## src/lictl_pkg.sv

```systemverilog
// constants for the line interface control register bank
package lictl_pkg;
  // register indices; the byte address on the bus is four times the index
  localparam logic [13:0] IDX_LINE_TXRX_CONTROL = 14'h1000;
  localparam logic [13:0] IDX_TX_IMPEDANCE_PULSE_SHAPE = 14'h1001;
  localparam logic [13:0] IDX_LINE_MAINTENANCE_CONTROL = 14'h1002;
  localparam logic [13:0] IDX_LINE_REALTIME_STATUS = 14'h1003;
  localparam logic [13:0] IDX_LINE_STATUS_INTERRUPT_MASK = 14'h1004;
  localparam logic [13:0] IDX_LINE_LATCHED_STATUS = 14'h1005;
  localparam logic [13:0] IDX_RX_SIGNAL_LEVEL = 14'h1006;
  localparam logic [13:0] IDX_RX_IMPEDANCE_SENSITIVITY = 14'h1007;
  localparam logic [13:0] IDX_RESERVED_FIRST = 14'h1008;
  localparam logic [13:0] IDX_RESERVED_LAST = 14'h101F;
  // reset values
  localparam logic [7:0] RST_REG = 8'h00;
  // writable bit masks; other bits read as zero
  localparam logic [7:0] MASK_TXRX = 8'h1F;
  localparam logic [7:0] MASK_TXIMP = 8'h77;
  // line_txrx_control fields
  localparam int B_JA_DEPTH = 4;
  localparam int B_JA_POS_HI = 3;
  localparam int B_JA_POS_LO = 2;
  localparam int B_LINE_STD = 1;
  localparam int B_LOS_CRIT = 0;
  // tx_impedance_pulse_shape fields
  localparam int B_TERM_OFF = 6;
  localparam int B_IMPL_HI = 5;
  localparam int B_IMPL_LO = 4;
  localparam int B_LBO_HI = 2;
  // line_maintenance_control fields
  localparam int B_FORCE_AIS = 7;
  localparam int B_AUTO_AIS = 6;
  localparam int B_NEAR_LB = 5;
  localparam int B_ANALOG_LB = 4;
  localparam int B_FAR_LB = 3;
  localparam int B_TX_PD = 2;
  localparam int B_RX_PD = 1;
  localparam int B_DRV_ON = 0;
  // jitter attenuator settings
  localparam logic [7:0] JA_DEPTH_DEEP = 8'h80;
  localparam logic [7:0] JA_DEPTH_SHALLOW = 8'h20;
  localparam logic [1:0] JA_POS_RX = 2'h0;
  localparam logic [1:0] JA_POS_TX = 2'h1;
  // loss-of-signal criterion codes driven to the receiver
  localparam logic [1:0] LOS_G775 = 2'h0;
  localparam logic [1:0] LOS_ETS300233 = 2'h1;
  localparam logic [1:0] LOS_T1231 = 2'h2;
  // first build-out code that selects a csu attenuation in t1/j1 mode
  localparam logic [2:0] LBO_CSU_FIRST = 3'h5;
  // axi responses
  localparam logic [1:0] RESP_OKAY = 2'h0;
  localparam logic [1:0] RESP_SLVERR = 2'h2;
  typedef enum {SEL_REG, SEL_RESERVED, SEL_NONE} lictl_sel_type;
endpackage

```

## src/lictl_regs.sv

```systemverilog
// axi4-lite register bank controlling one channel of the line interface
// Operation
// - Depth bit: 128 bits clear, 32 set
// - Position code: 00 rx, 01 tx, else bypass
// - Standard bit: 0 E1, 1 T1 or J1
// - Criterion bit picks loss rule; T1 fixed
// - Termination-off bit disables internal tx termination
// - Load impedance code: 75, 100, 110, 120 ohm
// - Build-out code sets waveshape per line standard
// - T1 codes 101 to 111 select CSU
// - Force bit sends all-ones, framer data ignored
// - Auto bit sends all-ones on signal loss
// - Near and analog loopback follow their bits
// - Far loopback returns receive data to transmit
// - Transmit power-down floats the line outputs
// - Receive power-down bit powers receiver down
// - Drive bit enables outputs; pin overrides it
// - Status bits 5,4: over, under equalized
// - Status bit 2: transmit outputs shorted
// - Status bit 1: transmit outputs open
// - Status bit 0: loss of signal
// - Mask bit one lets its event interrupt
// - Events latch on detection and on removal; open, short detection not latched in CSU mode
//
// The AXI4-Lite slave port is this design's own decision.
module lictl_regs
  import lictl_pkg::*;
#(
  parameter int ADDR_W = 16
) (
  input wire logic aclk, // system clock, 25 MHz
  input wire logic aresetn, // synchronous reset, active low
  input wire logic [ADDR_W-1:0] s_axi_awaddr, // write address
  input wire logic s_axi_awvalid, // write address valid
  output logic s_axi_awready, // write address ready
  input wire logic [31:0] s_axi_wdata, // write data
  input wire logic [3:0] s_axi_wstrb, // write byte strobes
  input wire logic s_axi_wvalid, // write data valid
  output logic s_axi_wready, // write data ready
  output logic [1:0] s_axi_bresp, // write response
  output logic s_axi_bvalid, // write response valid
  input wire logic s_axi_bready, // write response ready
  input wire logic [ADDR_W-1:0] s_axi_araddr, // read address
  input wire logic s_axi_arvalid, // read address valid
  output logic s_axi_arready, // read address ready
  output logic [31:0] s_axi_rdata, // read data
  output logic [1:0] s_axi_rresp, // read response
  output logic s_axi_rvalid, // read data valid
  input wire logic s_axi_rready, // read data ready
  input wire logic los_det, // receiver reports loss of signal
  input wire logic tx_open_det, // transmit outputs open
  input wire logic tx_short_det, // transmit outputs shorted
  input wire logic equalizer_over, // equalizer over equalized
  input wire logic equalizer_under, // equalizer under equalized
  input wire logic ja_limit_trip, // jitter attenuator limit trip
  input wire logic [3:0] rx_level, // receive signal level code
  input wire logic tx_enable_pin, // external transmit enable pin
  input wire logic framer_tx_data, // transmit data from framer
  input wire logic rx_line_data, // recovered receive line data
  output logic [7:0] jitter_fifo_depth, // attenuator depth in bits
  output logic ja_in_rx_path, // attenuator in receive path
  output logic ja_in_tx_path, // attenuator in transmit path
  output logic line_standard_sel, // 0 e1, 1 t1 or j1
  output logic [1:0] signal_absence_criterion, // los criterion code
  output logic tx_termination_on, // internal tx termination on
  output logic [1:0] tx_load_impedance, // 75/100/110/120 ohm code
  output logic [3:0] tx_waveshape, // line standard and build-out code
  output logic tx_csu_mode, // t1 csu attenuation selected
  output logic tx_alarm_active, // all-ones alarm being sent
  output logic tx_line_data, // data to the line driver
  output logic near_loopback_en, // local loopback
  output logic analog_loopback_en, // analog loopback
  output logic far_loopback_en, // remote loopback
  output logic tx_powerdown, // transmitter powered down
  output logic rx_powerdown, // receiver powered down
  output logic tx_line_oe, // transmit line outputs driven
  output logic [3:0] rx_impedance_cfg, // receive impedance bits
  output logic [3:0] rx_sensitivity_cfg, // receive sensitivity bits
  output logic irq // interrupt request, active high
);

  // ---------------- bus slave ----------------
  function automatic lictl_sel_type decode(input logic [ADDR_W-1:0] addr);
    logic [13:0] idx;
    idx = 14'(addr >> 2);
    if (idx >= IDX_LINE_TXRX_CONTROL && idx <= IDX_RX_IMPEDANCE_SENSITIVITY) begin
      return SEL_REG;
    end else if (idx >= IDX_RESERVED_FIRST && idx <= IDX_RESERVED_LAST) begin
      return SEL_RESERVED;
    end
    return SEL_NONE;
  endfunction

  logic aw_hold_q, w_hold_q;
  logic [ADDR_W-1:0] awaddr_q;
  logic [7:0] wbyte_q;
  logic wen_q;
  logic bvalid_q, rvalid_q, awready_q, wready_q, arready_q;
  logic [1:0] bresp_q, rresp_q;
  logic [31:0] rdata_q;

  wire aw_fire = s_axi_awvalid & awready_q;
  wire w_fire = s_axi_wvalid & wready_q;
  wire do_write = aw_hold_q & w_hold_q & ~bvalid_q;
  wire aw_hold_d = (aw_hold_q | aw_fire) & ~do_write;
  wire w_hold_d = (w_hold_q | w_fire) & ~do_write;
  wire bvalid_d = (bvalid_q & ~s_axi_bready) | do_write;
  lictl_sel_type wsel;
  assign wsel = decode(awaddr_q);
  wire [2:0] woff = awaddr_q[4:2];
  wire wr_reg = do_write & wen_q & (wsel == SEL_REG);
  wire ar_fire = s_axi_arvalid & arready_q;
  lictl_sel_type rsel;
  assign rsel = decode(s_axi_araddr);
  wire [2:0] roff = s_axi_araddr[4:2];

  always_ff @(posedge aclk) begin
    if (!aresetn) begin
      aw_hold_q <= 1'b0;
      w_hold_q <= 1'b0;
      awaddr_q <= '0;
      wbyte_q <= RST_REG;
      wen_q <= 1'b0;
      awready_q <= 1'b1;
      wready_q <= 1'b1;
      bvalid_q <= 1'b0;
      bresp_q <= RESP_OKAY;
    end else begin
      aw_hold_q <= aw_hold_d;
      w_hold_q <= w_hold_d;
      awready_q <= ~aw_hold_d;
      wready_q <= ~w_hold_d;
      bvalid_q <= bvalid_d;
      if (aw_fire) begin
        awaddr_q <= s_axi_awaddr;
      end
      if (w_fire) begin
        wbyte_q <= s_axi_wdata[7:0];
        wen_q <= s_axi_wstrb[0];
      end
      if (do_write) begin
        bresp_q <= (wsel == SEL_NONE) ? RESP_SLVERR : RESP_OKAY;
      end
    end
  end

  // ---------------- pin synchronisers ----------------
  localparam int NSYNC = 11;
  wire [NSYNC-1:0] raw_in = {rx_level, tx_enable_pin, ja_limit_trip, equalizer_over,
                             equalizer_under, tx_short_det, tx_open_det, los_det};
  logic [NSYNC-1:0] sync1_q, sync2_q;
  logic [3:0] cond_prev_q;

  always_ff @(posedge aclk) begin
    if (!aresetn) begin
      sync1_q <= '0;
      sync2_q <= '0;
      cond_prev_q <= '0;
    end else begin
      sync1_q <= raw_in;
      sync2_q <= sync1_q;
      cond_prev_q <= {sync2_q[5], sync2_q[1], sync2_q[2], sync2_q[0]};
    end
  end

  wire los_s = sync2_q[0];
  wire open_s = sync2_q[1];
  wire short_s = sync2_q[2];
  wire under_s = sync2_q[3];
  wire over_s = sync2_q[4];
  wire jalt_s = sync2_q[5];
  wire txen_pin_s = sync2_q[6];
  wire [3:0] level_s = sync2_q[10:7];

  // ---------------- control registers ----------------
  logic [7:0] txrx_q, timp_q, maint_q, mask_q, rxcfg_q, latched_q;

  always_ff @(posedge aclk) begin
    if (!aresetn) begin
      txrx_q <= RST_REG;
      timp_q <= RST_REG;
      maint_q <= RST_REG;
      mask_q <= RST_REG;
      rxcfg_q <= RST_REG;
    end else if (wr_reg) begin
      case (woff)
        3'h0: txrx_q <= wbyte_q & MASK_TXRX;
        3'h1: timp_q <= wbyte_q & MASK_TXIMP;
        3'h2: maint_q <= wbyte_q;
        3'h4: mask_q <= wbyte_q;
        3'h7: rxcfg_q <= wbyte_q;
        default: ;
      endcase
    end
  end

  // ---------------- latched status ----------------
  // latched order is jalt, open, short, los: open detect sits above short detect
  wire [3:0] cond_now = {jalt_s, open_s, short_s, los_s};
  wire [3:0] rise = cond_now & ~cond_prev_q;
  wire [3:0] fall = ~cond_now & cond_prev_q;
  wire csu_mode_d = txrx_q[B_LINE_STD] & (timp_q[B_LBO_HI:0] >= LBO_CSU_FIRST);
  // open and short detection carry no meaning while a csu build-out is selected
  wire [3:0] func_gate = {1'b1, ~csu_mode_d, ~csu_mode_d, 1'b1};
  wire [7:0] latch_set = {fall, rise & func_gate};
  wire [7:0] latch_clr = (wr_reg && woff == 3'h5) ? wbyte_q : 8'h00;
  // set wins over a simultaneous write-one-to-clear so no event is lost
  wire [7:0] latched_d = (latched_q & ~latch_clr) | latch_set;
  wire irq_d = |(latched_d & mask_q);

  always_ff @(posedge aclk) begin
    if (!aresetn) begin
      latched_q <= RST_REG;
    end else begin
      latched_q <= latched_d;
    end
  end

  // ---------------- derived line controls ----------------
  wire [7:0] rt_status = {2'b00, over_s, under_s, 1'b0, short_s, open_s, los_s};
  wire [1:0] ja_pos = txrx_q[B_JA_POS_HI:B_JA_POS_LO];
  wire [7:0] depth_d = txrx_q[B_JA_DEPTH] ? JA_DEPTH_SHALLOW : JA_DEPTH_DEEP;
  wire [1:0] crit_d = !txrx_q[B_LINE_STD] ? (txrx_q[B_LOS_CRIT] ? LOS_ETS300233 : LOS_G775)
                      : LOS_T1231;
  wire alarm_d = maint_q[B_FORCE_AIS] | (maint_q[B_AUTO_AIS] & los_s);
  // alarm ones beat far loopback data, which beats framer data
  wire line_data_d = alarm_d ? 1'b1 : (maint_q[B_FAR_LB] ? rx_line_data : framer_tx_data);
  // the pin has the last word: low pin floats the driver whatever software set
  wire oe_d = maint_q[B_DRV_ON] & txen_pin_s & ~maint_q[B_TX_PD];

  logic [7:0] depth_q;
  logic [1:0] crit_q;
  logic ja_rx_q, ja_tx_q, csu_q, alarm_q, line_data_q, oe_q, irq_q, term_on_q;

  always_ff @(posedge aclk) begin
    if (!aresetn) begin
      depth_q <= JA_DEPTH_DEEP;
      crit_q <= LOS_G775;
      ja_rx_q <= 1'b1;
      ja_tx_q <= 1'b0;
      csu_q <= 1'b0;
      alarm_q <= 1'b0;
      line_data_q <= 1'b0;
      oe_q <= 1'b0;
      irq_q <= 1'b0;
      term_on_q <= 1'b1;
    end else begin
      depth_q <= depth_d;
      crit_q <= crit_d;
      ja_rx_q <= (ja_pos == JA_POS_RX);
      ja_tx_q <= (ja_pos == JA_POS_TX);
      csu_q <= csu_mode_d;
      alarm_q <= alarm_d;
      line_data_q <= line_data_d;
      oe_q <= oe_d;
      irq_q <= irq_d;
      term_on_q <= ~timp_q[B_TERM_OFF];
    end
  end

  // ---------------- read path ----------------
  logic [7:0] reg_rd;
  always_comb begin
    case (roff)
      3'h0: reg_rd = txrx_q;
      3'h1: reg_rd = timp_q;
      3'h2: reg_rd = maint_q;
      3'h3: reg_rd = rt_status;
      3'h4: reg_rd = mask_q;
      3'h5: reg_rd = latched_q;
      3'h6: reg_rd = {level_s, 4'h0};
      3'h7: reg_rd = rxcfg_q;
      default: reg_rd = 8'h00;
    endcase
  end
  // reserved words read zero and swallow writes
  wire [31:0] rdata_d = (rsel == SEL_REG) ? {24'h00_0000, reg_rd} : 32'h0000_0000;

  always_ff @(posedge aclk) begin
    if (!aresetn) begin
      arready_q <= 1'b1;
      rvalid_q <= 1'b0;
      rdata_q <= 32'h0000_0000;
      rresp_q <= RESP_OKAY;
    end else if (ar_fire) begin
      arready_q <= 1'b0;
      rvalid_q <= 1'b1;
      rdata_q <= rdata_d;
      rresp_q <= (rsel == SEL_NONE) ? RESP_SLVERR : RESP_OKAY;
    end else if (rvalid_q && s_axi_rready) begin
      arready_q <= 1'b1;
      rvalid_q <= 1'b0;
    end
  end

  // ---------------- outputs ----------------
  assign s_axi_awready = awready_q;
  assign s_axi_wready = wready_q;
  assign s_axi_bvalid = bvalid_q;
  assign s_axi_bresp = bresp_q;
  assign s_axi_arready = arready_q;
  assign s_axi_rvalid = rvalid_q;
  assign s_axi_rdata = rdata_q;
  assign s_axi_rresp = rresp_q;
  assign jitter_fifo_depth = depth_q;
  assign ja_in_rx_path = ja_rx_q;
  assign ja_in_tx_path = ja_tx_q;
  assign line_standard_sel = txrx_q[B_LINE_STD];
  assign signal_absence_criterion = crit_q;
  assign tx_termination_on = term_on_q;
  assign tx_load_impedance = timp_q[B_IMPL_HI:B_IMPL_LO];
  assign tx_waveshape = {txrx_q[B_LINE_STD], timp_q[B_LBO_HI:0]};
  assign tx_csu_mode = csu_q;
  assign tx_alarm_active = alarm_q;
  assign tx_line_data = line_data_q;
  assign near_loopback_en = maint_q[B_NEAR_LB];
  assign analog_loopback_en = maint_q[B_ANALOG_LB];
  assign far_loopback_en = maint_q[B_FAR_LB];
  assign tx_powerdown = maint_q[B_TX_PD];
  assign rx_powerdown = maint_q[B_RX_PD];
  assign tx_line_oe = oe_q;
  assign rx_impedance_cfg = rxcfg_q[7:4];
  assign rx_sensitivity_cfg = rxcfg_q[3:0];
  assign irq = irq_q;
endmodule // lictl_regs

```

## config.mk

```make
export PLATFORM = sky130hd
export DESIGN_NAME = lictl_regs
export DESIGN_NICKNAME = d
export VERILOG_FILES = /design/src/lictl_pkg.sv /design/src/lictl_regs.sv
export SDC_FILE = /design/constraint.sdc
export NUM_CORES = 1
export LEC_CHECK = 0
export ABC_AREA = 1
export BUFFER_PORTS_ARGS = -buffer_cell sky130_fd_sc_hd__buf_2
export CORE_ASPECT_RATIO = 1.25
export CORE_UTILIZATION = 56
export CTS_BUF_LIST = sky130_fd_sc_hd__clkbuf_8
export CTS_CLUSTER_DIAMETER = 120
export DETAILED_ROUTE_END_ITERATION = 7
export GPL_ROUTABILITY_DRIVEN = 0
export PLACE_DENSITY_LB_ADDON = 0.08
export SYNTH_ARGS = -nofsm -noshare
export SYNTH_HDL_FRONTEND = slang
export SYNTH_SLANG_ARGS = --single-unit
```

## constraint.sdc

```tcl
create_clock -name aclk -period 4.45 [get_ports aclk]
set_clock_uncertainty 0.05 [all_clocks]
set_input_delay 0 -clock aclk [delete_from_list [all_inputs] [get_ports aclk]]
set_output_delay 0 -clock aclk [all_outputs]
set_load 0.1 [all_outputs]
```

# After elaboration in Yosys (flattened, before gate mapping)
# Cells that the tools add are included.
dict set report totals {
  regBits 155
  in_bits 88
  output_inout_bits 79
  wordCells 136
}
dict set report classes {
  n_lt_le_gt_ge 9
  n_eq_ne 15
  mux 24
  bitwise_logic 36
  reduce_logical 19
}
# cell count
set op_table {}
lappend op_table {{32-bit two-way mux} 3}
lappend op_table {{32-bit by 3-bit equality test with 1-bit output, second input constant} 2}
lappend op_table {{32-bit zero test} 2}
lappend op_table {{8-bit one-hot mux with 8 select lines} 1}
lappend op_table {{14-bit by 13-bit >= comparator with 1-bit output, second input constant} 4}
lappend op_table {{14-bit by 13-bit less-or-equal comparator with 1-bit output, second input constant} 4}
lappend op_table {{8-bit two-way mux} 3}
lappend op_table {{3-bit equality test, second input constant} 7}
lappend op_table {{8-bit AND} 2}
lappend op_table {{1-bit AND} 14}
lappend op_table {{1-bit two-way mux} 14}
lappend op_table {{4-bit AND} 3}
lappend op_table {{2-bit AND reduction} 5}
lappend op_table {{3-bit by 2-bit equality test with 1-bit output, second input constant} 3}
lappend op_table {{1-bit inverter} 9}
lappend op_table {{4-bit inverter} 2}
lappend op_table {{8-bit inverter} 1}
lappend op_table {{8-bit OR} 1}
lappend op_table {{8-bit OR reduction} 1}
lappend op_table {{3-bit by 1-bit equality test with 1-bit output, second input constant} 2}
lappend op_table {{1-bit logical AND} 6}
lappend op_table {{3-bit zero test} 2}
lappend op_table {{2-bit two-way mux} 3}
lappend op_table {{1-bit OR} 4}
lappend op_table {{5 further kinds} 5}

# Depth between registers and ports, before layout
# Gate-level depths: netlist (run 1).
dict set report depth {
  ltp_word 14
  depth_mapped 13
  ltp_nobuf 13
}

# Worst setup path after synthesis (run 1)
# Ideal clock, no wire load.
dict set report synth_timing {
  path_kind {reg-to-reg}
  start {reg arready_q, in the netlist s_axi_arready}
  end {reg rdata_q[0], in the netlist s_axi_rdata[0]}
  setup_ns 0.070
  arrival_time_ns 2.031
  required_ns 4.330
  path_slack_ns 2.299
  path_stages_with_launch 7
  path_buffers 0
  period_less_slack_ns 2.151
  path_cell_list {dfxtp_1 > nand2_1 > nor4_1 > inv_1 > nor2_1 > o221ai_1 > a21oi_1}
}
dict set report synth_via {
  elab_chain_cells 1
}
# item line
set synth_rtl {}
lappend synth_rtl {{start, declared} lictl_regs.sv:98} ;# logic bvalid_q, rvalid_q, awready_q, wready_q, arready_q;
lappend synth_rtl {{start signal, assigned} lictl_regs.sv:281} ;# arready_q <= 1'b1;
lappend synth_rtl {{start signal, assigned} lictl_regs.sv:286} ;# arready_q <= 1'b0;
lappend synth_rtl {{start signal, assigned} lictl_regs.sv:291} ;# arready_q <= 1'b1;
lappend synth_rtl {{1-bit AND} lictl_regs.sv:112} ;# wire ar_fire = s_axi_arvalid & arready_q;
lappend synth_rtl {{end signal, assigned} lictl_regs.sv:288} ;# rdata_q <= rdata_d;
lappend synth_rtl {{end, declared} lictl_regs.sv:100} ;# logic [31:0] rdata_q;
# No other way between the ends.
# A chain may end at the register's enable or synchronous reset.

# Worst setup path after layout (run 1)
dict set report layout_timing {
  start {reg awaddr_q[15]}
  end {reg rxcfg_q[3]}
}
dict set report layout_via {
  elab_chain_cells 8
  elab_cells_between_ends 14
  classes_between {4 x order compare; 5 x mux; 1 x bitwise; 4 x reduce/logical}
}
# item line
set layout_rtl {}
lappend layout_rtl {{start, declared} lictl_regs.sv:95} ;# logic [ADDR_W-1:0] awaddr_q;
lappend layout_rtl {{start signal, assigned} lictl_regs.sv:135} ;# awaddr_q <= s_axi_awaddr;
lappend layout_rtl {{14-bit by 13-bit >= comparator with 1-bit output or 14-bit by 13-bit less-or-equal comparator with 1-bit output (tied branches)} lictl_regs.sv:88} ;# end else if (idx >= IDX_RESERVED_FIRST && idx <= IDX_RESERVED_LAST) begin
lappend layout_rtl {{1-bit logical AND} lictl_regs.sv:88}
lappend layout_rtl {{1-bit two-way mux} lictl_regs.sv:88}
lappend layout_rtl {{32-bit two-way mux or 1-bit two-way mux (tied branches)} lictl_regs.sv:86} ;# if (idx >= IDX_LINE_TXRX_CONTROL && idx <= IDX_RX_IMPEDANCE_SENSITIVITY) begin
lappend layout_rtl {{32-bit two-way mux *} lictl_regs.sv:91} ;# return SEL_NONE;
lappend layout_rtl {{32-bit zero test *} lictl_regs.sv:111} ;# wire wr_reg = do_write & wen_q & (wsel == SEL_REG);
lappend layout_rtl {{1-bit AND *} lictl_regs.sv:111}
lappend layout_rtl {{2-bit AND reduction (no line) *} n/a}
lappend layout_rtl {{end signal, assigned} lictl_regs.sv:191} ;# 3'h7: rxcfg_q <= wbyte_q;
lappend layout_rtl {{end, declared} lictl_regs.sv:176} ;# logic [7:0] txrx_q, timp_q, maint_q, mask_q, rxcfg_q, latched_q;
# Every way passes the cells marked *; elsewhere a longest branch is shown, timed or not.

==> out/summary.txt, run 1 <==
Status: finished clean
Hold Violations, Final: 0
Kind of critical path: flip-flop to flip-flop
GRT Total Usage: 0.2735
Post-DP HPWL: 8164 µm
Die ar.: 9171 µm²
GR Overflow Total: 0
Clock sinks: 121
Asr flop ratio synth: 0
Synthesized flop and latch total: 121
Via density: 4.997
Worst Setup Slack, final: 2.397 ns
CP Cell Sequence: inv_2 -> nand2_1 -> nor2_1 -> nand3_1 -> nand2_1 -> nor2_4 -> nand3_4 -> nor4_4 -> o21ai_0 -> a21oi_1
Dpl ws: 2.405 ns
Drc violations: 0
Hold Path Class: input port to flip-flop
# diodes: 0
Unrepaired setup endpoints after global routing: no
Final nets: 862
Mapped Area: 4922 µm²
Placed Area: 5334 µm²
IO Pins: 167
Post-synth EDFFs: 0
Setup violators final: 0
Core area: 8379 µm²
Fin crit period: 2.053 ns
Initial Utilization: 0.5874
Setup bufs post-CTS: 0
Global-route wire length before repair: 18,870 µm
Seq/Total Area, Yosys: 0.4921
Netlist cell types: 38
Tightest Pin Transition: 1.064 ns
Slowest CP cell: nor4_4
CTS tree: built
Clk slew on worst S/H paths: 0.07 ns
Post-Syn Instances: 634
Critical path's largest stage delay: 0.63 ns
Slew Viols, Final: 0
DP Cell Count: 829
Top-area cell type share of the netlist area: 0.4921
Crit path arrival time: 2.36 ns
Ys flop type: dfxtp_1
Most used cell along the critical path: nand2_1
Initial antenna violation count: 0
YS warnings: 0
Power Dens Cells: 405.2 nW/µm²
# fillers: 695
DRT Pass-1 Iters: 5
Post-Syn Area per Cell: 7.764 µm²
Die outline height: 106.8 µm
Bufs on Longest Clock Path: 2
Worst Setup Start Kind: flip-flop
Initial DRC count: 309
Crit-path max FO: 16
WL/cell: 13.27 µm
Via count: 4,517
Hold_buf cts: 43
Number of gates resized after cts: 0
ANT nets after route: 0
CP endpoint kind: flip-flop
Family with the most delay on the worst path: simple AND/OR/NAND/NOR gates
Final core occ: 0.7373
Yosys top cell by area: dfxtp_1
Htree depth: 4
Largest net degree at the start of global routing: 83
CP Buf/Inv Count: 1
Leak pwr: 2.963 nW
Cell area after layout: 6178 µm²
Leading post-synthesis cells by cell area: dfxtp_1 49%, nand2_1 10%, a21oi_1 7.4%
Worst endpoint required time: 4.76 ns
Tcrit/Tclk final: 0.4613
Finished Layout Cells: 904
Number of global-route vias before repair: 4,067
Max Fclk: 487.2 MHz
Max-slew headroom: 0.2863
WL final: 11,990 µm
Final setup TNS: 0 ns
Clock Latency Late Sink: 0.43 ns
Max IR drop VDD: 297.2 µV
Chip Width: 85.86 µm
Area Growth Syn to Fin: 25.52%
Port bufs: 103
Share of layout cells above drive strength 1: 0.1982
Max-Cap Viols: 0
Clock root cell: clkbuf_8
CTS buffer count: 17
Row cnt: 37
Count leader, synth: nand2_1
Top post-synthesis cells by count: 137 x nand2_1, 121 x dfxtp_1, 81 x inv_1
routing by layer:
| layer | vias up | routed length (µm) | global-route usage |
|---|---|---|---|
| met5 | - | 0 | 0 |
| met4 | 0 | 644 | 0.1738 |
| met3 | 55 | 737 | 0.06928 |
| met2 | 225 | 5725 | 0.4663 |
| met1 | 1963 | 4885 | 0.3015 |
| li1 | 2274 | - | - |
final cells by class:
cell class | instances | area [µm²] | area share
Inverter | 84 | 315.3 | 0.05103
Multi-Input combinational cell | 403 | 1927 | 0.3119
Sequential cell | 121 | 2422 | 0.3921
Clock buffer | 19 | 261.5 | 0.04232
Clock inverter | 13 | 152.6 | 0.02471
Tap cell | 117 | 146.4 | 0.02369
Timing Repair Buffer | 147 | 953.4 | 0.1543
tightest hold or removal path, stage by stage:
cell	delay [ns]
buf_2	0.07
nor2_1	0.03
nand2_1	0.04
nor4_1	0.05
inv_1	0.07
nor3_1	0.08
nand2_1	0.07
a21oi_1	0.05
per-stage QoR:
step | hold WS, ns | power, W
floorplan | 0.04763 | 0.001452
detailed placement | 0.1332 | 0.001496
global route | 0.05234 | 0.002594
global placement | 0.1288 | 0.001489
CTS | 0.02645 | 0.002510
finish | 0.05213 | 0.002504
flip-flops by register name, summed over array words and instances, names as in the netlist, 5 cells and up:
signal,flops
wbyte_q,8
s_axi_rdata,8
latched_q,8
maint_q,8
sync2_q,11
sync1_q,11
rxcfg_q,8
timp_q,6
txrx_q,5
awaddr_q,14
mask_q,8
worst paths after layout:
check / startpoint / endpoint / slack (ns) / cells after the start
max: awaddr_q[15]$_SDFFE_PN0P_ / rxcfg_q[3]$_SDFFE_PN0P_ / 2.40 / 10
min: s_axi_araddr[8] / s_axi_rdata[5]$_SDFFE_PN0P_ / 0.05 / 8
max reg2reg: awaddr_q[15]$_SDFFE_PN0P_ / rxcfg_q[3]$_SDFFE_PN0P_ / 2.40 / 10
min reg2reg: sync1_q[7]$_SDFF_PN0_ / sync2_q[7]$_SDFF_PN0_ / 0.36 / 2
power by group:
part	internal [W]	switching, W	total, W
Sequential	0.00112	0.0000287	0.00115
Combinational	0.0000824	0.000270	0.000352
Clock	0.000577	0.000423	0.00100
Total	0.00178	0.000721	0.00250
layout by cell type (no fill, tap or decap), types with 19 or more instances in the layout:
| cell | count |
|---|---|
| clkbuf_8 | 19 |
| dlygate4sd3_1 | 43 |
| nor2_1 | 30 |
| nand2_1 | 137 |
| o21ai_0 | 53 |
| nand3_1 | 24 |
| dfxtp_1 | 121 |
| conb_1 | 32 |
| inv_1 | 82 |
| a21oi_1 | 73 |
| buf_2 | 103 |
cells by family after synthesis:
| logic type | share of synthesized area |
|---|---|
| AO/OA/AOI/OAI | 0.1726 |
| buffers and inverters | 0.1401 |
| flip-flops | 0.4921 |
| other | 0.0007619 |
| AND/OR/NAND/NOR | 0.1945 |
Note: power is estimated with default switching activity, not from simulation.
==> run 2, diff against run 1 <==
- ABC_AREA: 1 -> 0
- CORE_UTILIZATION: 56 -> 47
- clock period: 4.45 -> 1.8 ns (I/O delays scaled with it)
==> out/summary.txt, run 2 <==
Worst Setup Slack, final: -0.2429 ns
Die ar.: 11,270 µm²
Status: finished with violations
Final nets: 824
Asr flop ratio synth: 0
Clock sinks: 121
CTS tree: built
Crit path arrival time: 2.30 ns
Internal: 0.004456 W
CTS buffer count: 17
Die outline height: 118.5 µm
Setup violators final: 44
WL final: 13,030 µm
Yosys top cell by area: dfxtp_1
Core area: 10,560 µm²
Mapped Area: 5100 µm²
Clk pwr share: 0.404
GRT Total Usage: 0.2407
Post-DP HPWL: 8802 µm
Slowest CP cell: or4b_4
Ys flop type: dfxtp_1
Critical path's largest stage delay: 0.55 ns
Port bufs: 103
Commonest cells after routing, fill and taps aside: 110 x dfxtp_1, 103 x buf_2, 64 x nand2_1
Sw frac: 0.2936
Netlist cell types: 58
Tcrit/Tclk final: 1.135
CP endpoint kind: flip-flop
Failing checks: negative setup slack
Leak pwr: 3.152 nW
Max Fclk: 489.5 MHz
Via density: 5.011
# diodes: 0
CP Cell Sequence: or4b_4 -> nor4_4 -> buf_6 -> nand4b_1 -> a221oi_2 -> a41oi_1
Unrepaired setup endpoints after global routing: yes
Gate power share: 0.148
Max-Cap Viols: 0
Placed Area: 5837 µm²
Top post-synthesis cells by count: 121 x dfxtp_1, 65 x nand2_1, 53 x nor2_1
Slew Viols, Final: 0
Share of layout cells above drive strength 1: 0.2911
Bufs on Longest Clock Path: 2
Largest reg by FF count: awaddr_q
Hold Violations, Final: 0
R2r startpoint: awaddr_q[12]$_SDFFE_PN0P_
Max IR drop VDD: 647.1 µV
GR Overflow Total: 0
IO Pins: 167
Synthesized flop and latch total: 121
Top-area cell type share of the netlist area: 0.4750
Htree depth: 4
Power Dens Cells: 900.7 nW/µm²
DRT Pass-1 Iters: 5
Seq/Total Area, Yosys: 0.4750
YS warnings: 0
Clock Latency Late Sink: 0.44 ns
Number of global-route vias before repair: 4,184
Clk slew on worst S/H paths: 0.08 ns
Kind of critical path: flip-flop to flip-flop
Largest net degree at the start of global routing: 49
Min-Delay Startpoint: s_axi_awvalid
Area Growth Syn to Fin: 37.34%
Max FFs per register: 14
ANT nets after route: 0
Hold Path Class: input port to flip-flop
WL/cell: 14.79 µm
Cell area after layout: 7004 µm²
Initial antenna violation count: 0
Worst endpoint required time: 2.05 ns
Worst Setup SP: awaddr_q[12]$_SDFFE_PN0P_
Global-route wire length before repair: 20,260 µm
Sequential share of power: 0.448
Initial DRC count: 152
Initial Utilization: 0.4828
Count leader, synth: dfxtp_1
Crit-path max FO: 6
Drc violations: 0
Psw: 0.001852 W
Row cnt: 42
Top flop regs: awaddr_q (14), sync1_q (11), sync2_q (11)
Final setup TNS: -6.694 ns
Chip Width: 95.17 µm
Post-Syn Instances: 554
Most common cell after layout, fill and taps aside: dfxtp_1
Fin crit period: 2.043 ns
Post-Syn Area per Cell: 9.206 µm²
Worst Setup Start Kind: flip-flop
Via count: 4,415
Leading post-synthesis cells by cell area: dfxtp_1 47%, mux2i_1 8.4%, buf_4 5.9%
Clock root cell: clkbuf_8
Post-synth EDFFs: 0
## run 2: area by class of cell
type / instances / area, µm²
Clock buffer: 18 / 247.7
Clock inverter: 14 / 172.7
Multi-Input combinational cell: 385 / 2462
Inverter: 13 / 48.80
Fill cell: 917 / 3558
Timing Repair Buffer: 198 / 1471
Sequential cell: 121 / 2436
Tap cell: 132 / 165.2
## run 2: path summary, 6_finish.rpt
check	cells past startpoint	end	slack (ns)
max	6	irq$_SDFF_PN0_	-0.24
min	4	awaddr_q[15]$_SDFFE_PN0P_	0.08
max reg2reg	6	irq$_SDFF_PN0_	-0.24
min reg2reg	1	jitter_fifo_depth[7]$_SDFF_PN1_	0.38
## run 2: cells by family (layout without fill, tap and decap cells)
group | Yosys count | in the layout | share of synthesized area
AOI/OAI and AO/OA | 91 | 91 | 0.1077
DFF | 121 | 121 | 0.4750
and+or+nand+nor | 211 | 211 | 0.2184
buffers and inverters | 79 | 243 | 0.08955
muxes | 51 | 51 | 0.1087
other | 1 | 32 | 0.0007353
## run 2: critical path, delay by kind of cell, from the launching register on
family / cells / cell delay [ns]
and+or+nand+nor: 3 / 0.92
AOI/OAI and AO/OA: 2 / 0.41
DFF: 1 / 0.32
buffers and inverters: 1 / 0.20
## run 2: through the flow
stage	hold WS (ns)	setup slack [ns]	std cells	utilization	power (W)
final	0.07643	-0.2429	881	0.6631	0.006309
after global routing	0.09600	-0.3333	881	0.6631	0.006527
after CTS	0.08993	-0.2283	880	0.6525	0.006324
after detailed placement	0.1597	-0.3387	788	0.5526	0.003691
after global placement	0.1559	-0.2755	788	0.5526	0.003682
after floorplan	0.07729	-0.2673	585	-	0.003547
## run 2: repair_timing
item,in CTS,in global routing
endpoints found under the setup margin,44,50
hold buffers,58,0
pin swaps,6,24
buffers inserted,2,2
endpoints found under the hold margin,40,0
resized for setup,7,26
## run 2: power groups by stage
| stage | Combinational [W] | Clock, W | Sequential, W |
|---|---|---|---|
| finish | 0.000931 | 0.00255 | 0.00283 |
| global placement | 0.000801 | 0 | 0.00288 |
| detailed placement | 0.000808 | 0 | 0.00288 |
| CTS | 0.000917 | 0.00258 | 0.00282 |
| floorplan | 0.000581 | 0 | 0.00297 |
| global route | 0.000993 | 0.00270 | 0.00284 |
## run 2: routing by layer
layer  vias to the layer above  share of wire  global-route usage
li1                       2196              -                   -
met1                      2046           0.41              0.2688
met2                       144           0.51              0.4089
met3                        29          0.042             0.05341
met4                         0          0.043              0.1411
met5                         -              0                   0
==> run 3, diff against run 2 <==
- REMOVE_ABC_BUFFERS: unset -> 1
==> out/summary.txt, run 3 (synthesized netlist as in run 2, its figures left out) <==
Sequential cell area: 2424 µm²
Clock Latency Late Sink: 0.43 ns
WL/cell: 14.15 µm
Leak pwr: 3.089 nW
Crit-path max FO: 8
Hold Violations, Final: 0
Share of layout cells above drive strength 1: 0.2867
Unrepaired setup endpoints after global routing: yes
GRT Total Usage: 0.2264
# fillers: 881
Htree depth: 4
Sw frac: 0.2827
DP Cell Count: 789
Worst Setup Slack, final: -0.2264 ns
Final nets: 813
Commonest cells after routing, fill and taps aside: 120 x dfxtp_1, 103 x buf_2, 64 x nand2_1
Dpl ws: -0.2500 ns
Most common cell after layout, fill and taps aside: dfxtp_1
Worst Setup Start Kind: flip-flop
Max IR drop VDD: 526.8 µV
Die outline height: 118.5 µm
Initial antenna violation count: 0
Psw: 0.001724 W
Via count: 4,337
Global-route wire length before repair: 19,340 µm
Internal: 0.004375 W
Kind of critical path: flip-flop to flip-flop
# diodes: 0
Clk pwr share: 0.388
Tcrit/Tclk final: 1.126
Gate power share: 0.149
Chip Width: 95.17 µm
Placed Area: 5827 µm²
Fin crit period: 2.026 ns
Die ar.: 11,270 µm²
ANT nets after route: 0
Power Dens Cells: 890.0 nW/µm²
Post-DP HPWL: 8496 µm
Clock sinks: 121
Tightest Pin Transition: 0.6487 ns
Hold Path Class: input port to flip-flop
Core area: 10,560 µm²
Multi-input logic area: 2474 µm²
Initial DRC count: 164
Via density: 4.997
Bufs on Longest Clock Path: 2
Largest reg by FF count: awaddr_q
Clock root cell: clkbuf_8
CP endpoint kind: flip-flop
Setup violators final: 42
Cell area after layout: 6853 µm²
Power Total: 0.006099 W
Failing checks: design-rule violations, negative setup slack
Max FFs per register: 14
DRT Pass-1 Iters: 6
Initial Utilization: 0.4828
Max Fclk: 493.5 MHz
R2R Setup Slk: -0.23 ns
Port bufs: 103
IO Pins: 167
Crit path arrival time: 2.29 ns
CTS tree: built
Row cnt: 42
Max-slew headroom: 0.5673
Finished Layout Cells: 868
Sequential share of power: 0.463
CTS buffer count: 17
Top flop regs: awaddr_q (14), sync1_q (11), sync2_q (11)
Largest net degree at the start of global routing: 40
Number of global-route vias before repair: 4,152
Status: finished with violations
Clk slew on worst S/H paths: 0.07 ns
WL final: 12,280 µm
Area Growth Syn to Fin: 34.37%
Slew Viols, Final: 0
Max-Cap Viols: 0
Drc violations: 1
GR Overflow Total: 0
Final core occ: 0.6488
Worst endpoint required time: 2.06 ns
[run 3: changes by cell type in the layout (fill, tap and decap cells not counted), sizes merged]
cell / delta
clkbuf: +3
clkinvlp: -3
buf: +2
bufinv: -1
inv: -2
dlygate4sd3: -13
clkinv: +1
[run 3: per-stage QoR]
step | TNS [ns] | hold slack [ns]
finish | -5.884 | 0.01599
detailed placement | -5.983 | 0.1605
CTS | -6.765 | 0.003151
floorplan | -38.75 | 0.01896
global placement | -4.537 | 0.1547
global route | -10.83 | 0.03029
[run 3: worst max-delay path: stages, from the launching register on]
cell     delay [ns]
dfxtp_2        0.32
or4b_4         0.55
nor4_4         0.17
buf_4          0.16
nor4b_4        0.25
buf_12         0.17
mux2i_1        0.19
nor2_1         0.05
[run 3: path summary, 6_finish.rpt]
| kind | cells past startpoint | from | endpoint |
|---|---|---|---|
| setup / recovery | 7 | awaddr_q[13]$_SDFFE_PN0P_ | mask_q[5]$_SDFFE_PN0P_ |
| hold / removal | 5 | s_axi_araddr[9] | s_axi_rdata[4]$_SDFFE_PN0P_ |
| setup reg to reg | 7 | awaddr_q[13]$_SDFFE_PN0P_ | mask_q[5]$_SDFFE_PN0P_ |
| hold reg to reg | 2 | sync2_q[6]$_SDFF_PN0_ | tx_line_oe$_SDFF_PN0_ |
[run 3: repair_timing]
action                                  4_1_cts  5_1_grt
gates resized for setup                       5       33
pin swaps                                     6       21
hold buffers                                 45        0
endpoints found under the setup margin       44       45
hold endpoints to repair                     41        0
setup buffers                                 4        1
gates cloned                                  1        0
[run 3: layout make-up]
type,count,share of cell area
Inverter,13,0.007303
Multi-Input combinational cell,385,0.3610
Clock inverter,9,0.01442
Sequential cell,121,0.3537
Timing Repair Buffer,187,0.1974
Clock buffer,21,0.04218
Tap cell,132,0.02410
[run 3: layer usage]
metal | part of all wire | vias to the layer above | global-route usage
met5 | 0 | - | 0
li1 | - | 2163 | -
met4 | 0.020 | 0 | 0.1013
met2 | 0.50 | 124 | 0.3750
met1 | 0.43 | 2033 | 0.2657
met3 | 0.042 | 17 | 0.06499
[run 3: power groups by stage]
stage               combinational [W]  sequential [W]  clock [W]
floorplan                    0.000486         0.00297          0
global placement             0.000802         0.00288          0
detailed placement           0.000811         0.00288          0
CTS                          0.000892         0.00282    0.00242
global route                 0.000967         0.00283    0.00255
finish                       0.000906         0.00283    0.00237
